## src/design/cmp_ctl_cfg.svh

```systemverilog
// Constants for the comparator control block: offsets, bit positions, resets.
// Assumes byte-wide peripheral accesses on a 16-bit byte address.
`ifndef CMP_CTL_CFG_SVH
`define CMP_CTL_CFG_SVH
`define CMP_ADDR_CTL_ONE 16'h0059
`define CMP_ADDR_CTL_TWO 16'h005a
`define CMP_ADDR_BUF_OFF 16'h005b
`define CMP_RST_CTL_ONE 8'h00
`define CMP_RST_CTL_TWO 8'h00
`define CMP_RST_BUF_OFF 8'h00
`define CMP_B1_IRQ_FLAG 0
`define CMP_B1_IRQ_EN 1
`define CMP_B1_EDGE_SEL 2
`define CMP_B1_POWER_ON 3
`define CMP_B1_REF_LO 4
`define CMP_B1_REF_HI 5
`define CMP_B1_REF_PATH 6
`define CMP_B1_SWAP 7
`define CMP_B2_RESULT 0
`define CMP_B2_FILTER 1
`define CMP_B2_PIN_FIRST 2
`define CMP_B2_PIN_SECOND 3
`define CMP_FILTER_TAPS 3
`endif

```

## src/design/cmp_ctl_pkg.sv

```systemverilog
// Types shared by the comparator control block.
// Assumes cmp_ctl_cfg.svh is on the include path.
package cmp_ctl_pkg;
    typedef enum logic [1:0] {
        REF_OFF = 2'b00,
        REF_QUARTER = 2'b01,
        REF_HALF = 2'b10,
        REF_DIODE = 2'b11
    } ref_level_t;
endpackage : cmp_ctl_pkg

```

## src/design/result_filter_if.sv

```systemverilog
// Interface carrying the raw and conditioned comparator result.
// Assumes one clock shared by both ends.
`timescale 1ns/1ns
interface result_filter_if;
    logic raw_level;
    logic filter_sel;
    logic result_level;
    modport filt (input raw_level, input filter_sel, output result_level);
    modport user (output raw_level, output filter_sel, input result_level);
endinterface : result_filter_if

```

## src/design/result_filter.sv

```systemverilog
// Synchroniser and optional all-taps-agree filter for the comparator output.
// Assumes the analog output is asynchronous to i_clk.
`timescale 1ns/1ns
module result_filter #(
    parameter int TAPS = 3
) (
    // Clock and reset.
    input wire logic i_clk,
    input wire logic i_resetn,
    // Result path.
    result_filter_if.filt rf
);
    logic sync1_ff;
    logic sync2_ff;
    logic [TAPS-1:0] hist_ff;
    logic out_ff;

    // Two flops bring the analog level into the clock domain.
    always_ff @(posedge i_clk) begin
        if (!i_resetn) begin
            sync1_ff <= 1'b0;
            sync2_ff <= 1'b0;
        end else begin
            sync1_ff <= rf.raw_level;
            sync2_ff <= sync1_ff;
        end
    end

    // The filter only moves when all taps agree, trading latency for noise.
    always_ff @(posedge i_clk) begin
        if (!i_resetn) begin
            hist_ff <= '0;
            out_ff <= 1'b0;
        end else begin
            hist_ff <= {hist_ff[TAPS-2:0], sync2_ff};
            if (!rf.filter_sel) begin
                out_ff <= sync2_ff;
            end else if (&hist_ff) begin
                out_ff <= 1'b1;
            end else if (~|hist_ff) begin
                out_ff <= 1'b0;
            end
        end
    end

    assign rf.result_level = out_ff;

    // While the taps disagree a filtered output must not move.
    filter_hold_a: assert property (
        @(posedge i_clk) disable iff (!i_resetn)
        rf.filter_sel && |hist_ff && !(&hist_ff) |=> $stable(out_ff))
        else $error("filter passed a short pulse");
endmodule : result_filter

```

## src/design/analog_comparator_control.sv

```systemverilog
// Control and status registers of the analog comparator, byte accessed.
// Assumes a synchronous peripheral byte bus and an asynchronous analog core.
//
// Operation
// - Bit 0 of control two shows result; bit 1 selects filtering.
// - Bit 2 of control two connects the first shared pin.
// - Bit 3 of control two connects the second shared pin.
// - Control two bits 4 to 7 are plain storage with no function.
// - Flag sets on rising edge, or falling when edge select is one.
// - Bit 3 of control one powers the comparator.
// - Reference field: off, quarter, half or diode reference.
// - Bit 6 of control one routes reference to path one or two.
// - Reference is driven only when the field is nonzero.
// - Bit 7 of control one swaps the comparator inputs.
// - Eight buffer-disable bits, all cleared at reset.
// - Each set buffer-disable bit turns off that pin's input buffer.
// - The three registers decode at 059h, 05Ah and 05Bh as bytes.
`timescale 1ns/1ns
`include "cmp_ctl_cfg.svh"
module analog_comparator_control (
    // Clock and reset.
    input wire logic i_clk,
    input wire logic i_resetn,
    // Byte register port.
    input wire logic [15:0] i_addr,
    input wire logic i_wr,
    input wire logic i_rd,
    input wire logic [7:0] i_wdata,
    output logic [7:0] o_rdata,
    // Analog core.
    input wire logic i_cmp_raw,
    output logic o_cmp_power_on,
    output logic [1:0] o_ref_level_sel,
    output logic o_ref_drive_en,
    output logic o_ref_path_sel,
    output logic o_input_swap,
    output logic o_input_pin_first,
    output logic o_input_pin_second,
    // Port and interrupt.
    output logic [7:0] o_port_buffer_disable,
    output logic o_cmp_irq
);
    logic [7:0] ctl_one_ff;
    logic [7:0] ctl_two_ff;
    logic [7:0] buf_off_ff;
    logic [7:0] rdata_ff;
    logic irq_ff;
    logic prev_ff;
    logic edge_hit;
    logic wr_one;
    logic [7:0] nxt_ctl_one;
    logic ref_drive_ff;
    result_filter_if rf ();

    // Shared decode so that read and write agree on the map.
    function automatic logic hit(input logic [15:0] a, input logic [15:0] b);
        return a == b;
    endfunction : hit

    assign rf.raw_level = i_cmp_raw & ctl_one_ff[`CMP_B1_POWER_ON];
    assign rf.filter_sel = ctl_two_ff[`CMP_B2_FILTER];

    result_filter #(.TAPS(`CMP_FILTER_TAPS)) u_filter (
        .i_clk(i_clk),
        .i_resetn(i_resetn),
        .rf(rf)
    );

    // Edge of the conditioned result, polarity chosen by the edge select.
    assign edge_hit = ctl_one_ff[`CMP_B1_EDGE_SEL] ?
        (prev_ff & ~rf.result_level) : (~prev_ff & rf.result_level);
    assign wr_one = i_wr && hit(i_addr, `CMP_ADDR_CTL_ONE);

    // Control one; a hardware edge wins over a software clear of the flag.
    always_comb begin
        nxt_ctl_one = ctl_one_ff;
        if (wr_one) begin
            nxt_ctl_one = i_wdata;
        end
        if (edge_hit) begin
            nxt_ctl_one[`CMP_B1_IRQ_FLAG] = 1'b1;
        end
    end

    // Control one and the previous result level move together each clock.
    always_ff @(posedge i_clk) begin
        if (!i_resetn) begin
            ctl_one_ff <= `CMP_RST_CTL_ONE;
            prev_ff <= 1'b0;
        end else begin
            ctl_one_ff <= nxt_ctl_one;
            prev_ff <= rf.result_level;
        end
    end

    // Reference drive has its own flop so the analog side sees no decode glitch.
    always_ff @(posedge i_clk) begin
        if (!i_resetn) begin
            ref_drive_ff <= 1'b0;
        end else begin
            ref_drive_ff <= nxt_ctl_one[`CMP_B1_REF_HI:`CMP_B1_REF_LO] !=
                cmp_ctl_pkg::REF_OFF;
        end
    end

    // Control two: result bit is read-only, the rest is storage.
    always_ff @(posedge i_clk) begin
        if (!i_resetn) begin
            ctl_two_ff <= `CMP_RST_CTL_TWO;
        end else begin
            if (i_wr && hit(i_addr, `CMP_ADDR_CTL_TWO)) begin
                ctl_two_ff[7:1] <= i_wdata[7:1];
            end
            ctl_two_ff[`CMP_B2_RESULT] <= rf.result_level;
        end
    end

    // Buffer disables clear at reset so every input buffer starts active.
    always_ff @(posedge i_clk) begin
        if (!i_resetn) begin
            buf_off_ff <= `CMP_RST_BUF_OFF;
        end else if (i_wr && hit(i_addr, `CMP_ADDR_BUF_OFF)) begin
            buf_off_ff <= i_wdata;
        end
    end

    // Registered read data; unmapped addresses read as zero.
    always_ff @(posedge i_clk) begin
        if (!i_resetn) begin
            rdata_ff <= 8'h00;
        end else if (i_rd) begin
            if (hit(i_addr, `CMP_ADDR_CTL_ONE)) begin
                rdata_ff <= ctl_one_ff;
            end else if (hit(i_addr, `CMP_ADDR_CTL_TWO)) begin
                rdata_ff <= ctl_two_ff;
            end else if (hit(i_addr, `CMP_ADDR_BUF_OFF)) begin
                rdata_ff <= buf_off_ff;
            end else begin
                rdata_ff <= 8'h00;
            end
        end
    end

    // Interrupt request follows flag and enable of the next state.
    always_ff @(posedge i_clk) begin
        if (!i_resetn) begin
            irq_ff <= 1'b0;
        end else begin
            irq_ff <= nxt_ctl_one[`CMP_B1_IRQ_FLAG] &
                nxt_ctl_one[`CMP_B1_IRQ_EN];
        end
    end

    // Analog controls are taken straight from the register flops, except reference drive, which comes from its own flop.
    assign o_rdata = rdata_ff;
    assign o_cmp_power_on = ctl_one_ff[`CMP_B1_POWER_ON];
    assign o_ref_level_sel = ctl_one_ff[`CMP_B1_REF_HI:`CMP_B1_REF_LO];
    assign o_ref_drive_en = ref_drive_ff;
    assign o_ref_path_sel = ctl_one_ff[`CMP_B1_REF_PATH];
    assign o_input_swap = ctl_one_ff[`CMP_B1_SWAP];
    assign o_input_pin_first = ctl_two_ff[`CMP_B2_PIN_FIRST];
    assign o_input_pin_second = ctl_two_ff[`CMP_B2_PIN_SECOND];
    assign o_port_buffer_disable = buf_off_ff;
    assign o_cmp_irq = irq_ff;

    // Checks next to the logic they guard.
    edge_sets_flag_a: assert property (
        @(posedge i_clk) disable iff (!i_resetn)
        edge_hit |=> ctl_one_ff[`CMP_B1_IRQ_FLAG])
        else $error("edge did not set flag");
    rise_sets_flag_a: assert property (
        @(posedge i_clk) disable iff (!i_resetn)
        $rose(rf.result_level) && !ctl_one_ff[`CMP_B1_EDGE_SEL] |=>
        ctl_one_ff[`CMP_B1_IRQ_FLAG])
        else $error("rising edge did not set flag");
    fall_sets_flag_a: assert property (
        @(posedge i_clk) disable iff (!i_resetn)
        $fell(rf.result_level) && ctl_one_ff[`CMP_B1_EDGE_SEL] |=>
        ctl_one_ff[`CMP_B1_IRQ_FLAG])
        else $error("falling edge did not set flag");
    flag_quiet_a: assert property (
        @(posedge i_clk) disable iff (!i_resetn)
        !ctl_one_ff[`CMP_B1_IRQ_FLAG] && !wr_one && $stable(rf.result_level)
        |=> !ctl_one_ff[`CMP_B1_IRQ_FLAG])
        else $error("flag set without an edge");
    flag_holds_a: assert property (
        @(posedge i_clk) disable iff (!i_resetn)
        ctl_one_ff[`CMP_B1_IRQ_FLAG] && !wr_one |=>
        ctl_one_ff[`CMP_B1_IRQ_FLAG])
        else $error("flag dropped without clear");
    irq_match_a: assert property (
        @(posedge i_clk) disable iff (!i_resetn)
        o_cmp_irq == (ctl_one_ff[`CMP_B1_IRQ_FLAG] &&
        ctl_one_ff[`CMP_B1_IRQ_EN]))
        else $error("irq mismatch");
    power_write_a: assert property (
        @(posedge i_clk) disable iff (!i_resetn)
        wr_one |=> o_cmp_power_on == $past(i_wdata[`CMP_B1_POWER_ON]))
        else $error("power control not written");
    ref_write_a: assert property (
        @(posedge i_clk) disable iff (!i_resetn)
        wr_one |=>
        o_ref_level_sel == $past(i_wdata[`CMP_B1_REF_HI:`CMP_B1_REF_LO]))
        else $error("reference field not written");
    path_write_a: assert property (
        @(posedge i_clk) disable iff (!i_resetn)
        wr_one |=> o_ref_path_sel == $past(i_wdata[`CMP_B1_REF_PATH]))
        else $error("reference path not written");
    ref_drive_a: assert property (
        @(posedge i_clk) disable iff (!i_resetn)
        o_ref_drive_en == (o_ref_level_sel != 2'b00))
        else $error("reference drive wrong");
    swap_write_a: assert property (
        @(posedge i_clk) disable iff (!i_resetn)
        wr_one |=> o_input_swap == $past(i_wdata[`CMP_B1_SWAP]))
        else $error("input swap not written");
    result_bit_a: assert property (
        @(posedge i_clk) disable iff (!i_resetn)
        ##1 ctl_two_ff[`CMP_B2_RESULT] == $past(rf.result_level))
        else $error("result bit stale");
    store_two_a: assert property (
        @(posedge i_clk) disable iff (!i_resetn)
        i_wr && i_addr == `CMP_ADDR_CTL_TWO |=>
        ctl_two_ff[7:4] == $past(i_wdata[7:4]))
        else $error("storage bits not written");
    pin_first_a: assert property (
        @(posedge i_clk) disable iff (!i_resetn)
        i_wr && i_addr == `CMP_ADDR_CTL_TWO |=>
        o_input_pin_first == $past(i_wdata[`CMP_B2_PIN_FIRST]))
        else $error("first pin connect wrong");
    pin_second_a: assert property (
        @(posedge i_clk) disable iff (!i_resetn)
        i_wr && i_addr == `CMP_ADDR_CTL_TWO |=>
        o_input_pin_second == $past(i_wdata[`CMP_B2_PIN_SECOND]))
        else $error("second pin connect wrong");
    buf_write_a: assert property (
        @(posedge i_clk) disable iff (!i_resetn)
        i_wr && i_addr == `CMP_ADDR_BUF_OFF |=>
        o_port_buffer_disable == $past(i_wdata))
        else $error("buffer disable not written");
    buf_reset_a: assert property (
        @(posedge i_clk) disable iff (!i_resetn)
        $rose(i_resetn) |-> o_port_buffer_disable == `CMP_RST_BUF_OFF)
        else $error("buffer disable not cleared by reset");
    read_one_a: assert property (
        @(posedge i_clk) disable iff (!i_resetn)
        i_rd && i_addr == `CMP_ADDR_CTL_ONE |=>
        o_rdata == $past(ctl_one_ff))
        else $error("read of control one wrong");
endmodule : analog_comparator_control

```

## config.mk

```make
export PLATFORM = sky130hd
export DESIGN_NAME = analog_comparator_control
export DESIGN_NICKNAME = d
export VERILOG_FILES = /design/src/design/cmp_ctl_pkg.sv /design/src/design/result_filter_if.sv /design/src/design/result_filter.sv /design/src/design/analog_comparator_control.sv
export VERILOG_INCLUDE_DIRS = /design/src /design/src/design
export SDC_FILE = /design/constraint.sdc
export NUM_CORES = 1
export LEC_CHECK = 0
export BUFFER_PORTS_ARGS = -buffer_cell sky130_fd_sc_hd__buf_2
export CAP_MARGIN = 20
export CORE_MARGIN = 3
export CORE_UTILIZATION = 38
export CTS_CLUSTER_SIZE = 28
export DETAILED_ROUTE_END_ITERATION = 7
export GPL_ROUTABILITY_DRIVEN = 0
export PLACE_DENSITY = 0.69
export SYNTH_ARGS = -nofsm -noshare
export SYNTH_HDL_FRONTEND = slang
export SYNTH_SLANG_ARGS = --single-unit
```

## constraint.sdc

```tcl
create_clock -name i_clk -period 4.9 [get_ports i_clk]
set_input_delay 0.49 -clock i_clk [delete_from_list [all_inputs] [get_ports i_clk]]
set_output_delay 0.49 -clock i_clk [all_outputs]
set_load 0.02 [all_outputs]
```

* Word level (Yosys, flattened, before mapping)
Cells that the tools add are included.
** Word-level totals
- Output and inout bits :: 25
- Input port bits :: 29
- Word-level logic and storage cells :: 37
- Flip-flop bits (word level) :: 40
** Operators by class
- Eq/ne operators :: 4
- Mux-type cells :: 9
- Bitwise operators :: 6
- Reductions and logical operators :: 6
** Operator list (count)
- == test 16 x 7 -> 1 bit (second input constant) :: 3
- two-way mux 8 bit :: 3
- two-way mux 6 bit :: 1
- two-way mux 1 bit :: 5
- AND 1 bit :: 4
- logical AND 1 bit :: 3
- inequality test 3 x 2 -> 1 bit (second input constant) :: 1
- AND reduction 3 bit :: 1
- OR reduction 3 bit :: 1
- NOT 1 bit :: 2
- nonzero test 2 bit :: 1

* Longest topological paths before layout
- Depth after elaboration :: 5
- Mapped depth :: 7
- Gate-level depth less buffers :: 5

* By module
Synthesis repeated with hierarchy kept, for this count alone.
** Second synthesis, totals
- Cells, all modules :: 182
- Area total of the unflattened synthesis :: 1735.4 µm²
** Modules (own cells, without submodules)
- analog_comparator_control :: seq. area each 680.7 µm², area each 1555.2 µm², cells each 166, instances 1
- result_filter :: seq. area each 120.1 µm², area each 180.2 µm², cells each 16, instances 1

* Worst setup path before layout
Ideal clock, no wire load.
- Path type :: input port to flip-flop
- From :: input port i_addr[9]
- To :: register ctl_two_ff[1]
- Buffers on the path :: 2
- Library setup time :: 66 ps
- Arrival :: 2083 ps
- Required time :: 4834 ps
- Setup slack :: 2752 ps
- Stages on the path :: 7
- Cell sequence :: or4_4 > nor4_4 > and3b_1 > buf_6 > buf_12 > nand3_1 > a21boi_2
** On the way
- Cells in the longest elaborated chain, start to end :: 2
** Ends and longest elaborated chain
- start, declared :: RTL line analog_comparator_control.sv:25 : input wire logic [15:0] i_addr,
- == test 16 x 7 -> 1 bit :: RTL line analog_comparator_control.sv:57 : return a == b;
- logical AND 1 bit :: RTL line analog_comparator_control.sv:111 : if (i_wr && hit(i_addr, `CMP_ADDR_CTL_TWO)) begin
- end signal, assigned :: RTL line analog_comparator_control.sv:109 : ctl_two_ff <= `CMP_RST_CTL_TWO;
- end signal, assigned :: RTL line analog_comparator_control.sv:112 : ctl_two_ff[7:1] <= i_wdata[7:1];
- end signal, assigned by index :: RTL line analog_comparator_control.sv:114 : ctl_two_ff[`CMP_B2_RESULT] <= rf.result_level;
- end, declared :: RTL line analog_comparator_control.sv:44 : logic [7:0] ctl_two_ff;
Every way passes these cells.
A chain may end at the register's enable or synchronous reset.

* Final worst setup path
- From :: input port i_addr[9]
- To :: register rdata_ff[1], in the netlist o_rdata[1]
** On the way
- Cells in the longest elaborated chain, start to end :: 4
- Elaborated cells between the ends (all ways) :: 6
- Those cells by class :: 3 x eq/ne; 3 x mux
** Ends and longest elaborated chain
- == test 16 x 7 -> 1 bit :: RTL line analog_comparator_control.sv:57
- two-way mux 8 bit :: RTL line analog_comparator_control.sv:136 : end else if (hit(i_addr, `CMP_ADDR_BUF_OFF)) begin
- two-way mux 8 bit :: RTL line analog_comparator_control.sv:134 : end else if (hit(i_addr, `CMP_ADDR_CTL_TWO)) begin
- two-way mux 8 bit * :: RTL line analog_comparator_control.sv:132 : if (hit(i_addr, `CMP_ADDR_CTL_ONE)) begin
- end signal, assigned :: RTL line analog_comparator_control.sv:133 : rdata_ff <= ctl_one_ff;
- end signal, assigned :: RTL line analog_comparator_control.sv:135 : rdata_ff <= ctl_two_ff;
- end signal, assigned :: RTL line analog_comparator_control.sv:137 : rdata_ff <= buf_off_ff;
- end, declared :: RTL line analog_comparator_control.sv:46 : logic [7:0] rdata_ff;
Every way passes the cells marked *; elsewhere a longest branch is shown, timed or not.

==> impl_metrics.yaml <==
outcome:
  status: "completed"
worst_setup_path:
  reg2regPathDepth: 5
  r2r_slack_ps: 3720
  end_kind: "register"
  path_cells: "buf_2 -> or4_4 -> nor4_4 -> and3b_1 -> a22oi_1 -> o21ai_0"
  r2r_end: "o_cmp_irq"
  required_ps: 5110
  crit_buf_inv: 1
  r2r_start: "ctl_one_ff[2]"
  worstSetupStartpointType: "input port"
  cp_slowest_stage_delay_ps: 590
  crit_arrival_ps: 2510
  crit_path_max_fanout: 15
  slowest_stage: "and3b_1"
  path_delay_family: "simple AND/OR/NAND/NOR gates"
  critPathKind: "in -> reg"
layout:
  layout.core_utilization_pct: 46.79
  antenna_cells: 0
  drive_gt1_share_pct: 30.96
  nNetsFinal: 268
  syn_to_final_growth_pct: 16.71
drt:
  drtIter0Drc: 61
  drc: 0
  ant_nets: 0
  num_vias: 1535
  wl_per_cell_um: 14.36
  drtPass1Iterations: 4
  drt_wl_total_um: 4178
  via_per_inst: 5.275
floorplan:
  core_area_um2: 4444
  rows: 24
  die_h_um: 74.48
  start_util_pct: 40.09
  pin_count: 54
  fp.dieW_um: 74.48
  die_area_um2: 5547
logic_synthesis:
  synth.most_common_cell: "dfxtp_1"
  yosys-top-cells-count: "40 x dfxtp_1, 25 x nand2_1, 21 x nand3_1"
  syn_inst: 192
  syn_nets: 221
  synth_top_area_share_pct: 44.94
  yosys-top-cells-area: "dfxtp_1 45%, nand3_1 5.9%, nand2_1 5.3%, o2bb2a_1 4.5%, a21boi_1 3.8%"
  yosysWarnings: 0
  async_flop_share_pct: 0
  ys_types: 34
  synth_largest_area_cell: "dfxtp_1"
  syn_area_um2: 1782
  synth_flop_cell: "dfxtp_1"
  avgSynthCellArea_um2: 9.280
  ys_ff_latch: 40
  synth_edf_count: 0
  ys_seq_area_share_pct: 44.94
timing:
  hold_violations: 0
  rsz0062_at_grt: "no"
  fin_tns_setup_ps: 0
  finalSetupViolCount: 0
  finalMaxSlewViolations: 0
  worst_pin_slew_ps: 666.5
  post-route-min-period_ps: 2303
  post-route-period-util_pct: 47.00
  fin_ws_ps: 2597
  fin_skew_ps: 3.287
  whs_ps: 439.1
  max_clock_freq_ghz: 0.4342
  timing.slew.headroom_pct: 55.57
worst_hold_path:
  whs_endpoint: "u_filter.sync2_ff"
  hp-class: "reg -> reg"
  hp-start: "u_filter.sync1_ff"
  hold_depth: 1
pwr:
  switchingPower_uw: 125.1
  leakage_uw: 0.0008191
  p_clk_share_pct: 36.5
  ir_drop_mv: 0.1688
  swShare_pct: 22.35
  internal-power_uw: 434.6
  p_per_area_nw_per_um2: 269.2
  combPwrFrac_pct: 5.5
  p_seq_share_pct: 58.0
clock_tree:
  hold_buffers: 0
  cts.sinks: 40
  clock-root-buffer: "clkbuf_8"
  cts_tree: "yes"
  clk_pin_slew_worst_paths_ps: 70
  h-tree-depth: 2
  postCtsSetupBuffers: 0
  cts_made_buffers: 5
  cts.path.max_buffers: 2
  cts_resized: 0
  clk_latency_ps: 290
global_route:
  grt_util_met3_pct: 5.135
  antenna_found_initial: 0
  overflow: 0
  grt_first_pass_wirelength_um: 6768
  grt_pass1_vias: 1473
  grt.total_usage_pct: 16.05
  grt_use_met1_pct: 20.27
  gr-max-usage-layer: "met2"
  use_met2_pct: 26.05
  grt_max_degree: 44
placement:
  port_buffers: 53
  pre_cts_slack_ps: 2317
  place.detailed.hpwl_um: 2949
flow_run:
  maxCapViolCount: 0
-- per-stage QoR --
step	total power (uW)	std cells	cell area, um^2
finish	559.8	291	2079
detailed placement	362.8	284	2002
floorplan	346.3	192	1782
global route	583.5	291	2079
global placement	362.7	284	2002
CTS	566.6	291	2079
-- logic make-up (layout without fill, tap and decap cells) --
logic type	Yosys count	after routing	synth area share, %
multiplexers	1	1	0.5618
AO/OA/AOI/OAI	54	54	23.74
flip-flops	40	40	44.94
buffers and inverters	22	69	8.075
AND/OR/NAND/NOR	75	75	22.68
-- state kept, by name (all words and copies together) (netlist names) --
signal,cells
ctl_two_ff,8
o_port_buffer_disable,8
o_rdata,8
o_ref_drive_en,1
u_filter.rf.result_level,1
u_filter.hist_ff,3
ctl_one_ff,8
u_filter.sync2_ff,1
o_cmp_irq,1
u_filter.sync1_ff,1
-- placed cells by master, fill, tap and decap left out, types with 6 or more instances in the layout --
cell type and n:
buf_2 53, dfxtp_1 40, nand2_1 25, nand3_1 21, o21ai_0 9, a21boi_1 9, inv_1 9, a22oi_1 8
o2bb2a_1 8, nor2_1 7, a21boi_2 6
-- final cells by class --
cell class | instances | area, um^2
inverter | 9 | 33.78
multi-input combinational | 130 | 837.1
sequential | 40 | 800.8
clock inverter | 1 | 5.005
clock buffer | 6 | 72.57
timing repair buffer | 53 | 265.3
fill | 466 | 2365
tap | 52 | 65.06
-- worst max path at each step --
stage,startpoint,endpoint,depth (start not counted)
floorplan,i_addr[9],ctl_two_ff[1],7
global placement,i_addr[9],o_rdata[7],6
detailed placement,i_addr[9],o_port_buffer_disable[7],6
CTS,i_addr[9],o_port_buffer_disable[7],6
global route,i_addr[9],o_rdata[2],6
finish,i_addr[9],o_rdata[1],6
-- metal layers --
metal  routed length (um)  vias to the layer above
li1                     -                      774
met1                 1935                      712
met2                 1909                       42
met3                  285                        7
met4                   48                        0
met5                    0                        -
-- worst register-to-register path: stages (launching register included) --
cell and delay, ps:
dfxtp_1 340, nand2b_1 150, o22ai_1 260, nor2_1 90, nand4b_1 170, o21ai_0 100
-- power by group through the flow --
stage	Clock (uW)	Combinational (uW)	Sequential (uW)
floorplan	0	13.9	332
global placement	0	30.3	332
detailed placement	0	30.4	332
CTS	211	30.5	325
global route	225	33.6	325
finish	204	30.7	325
(Power assumes the default switching activity.)
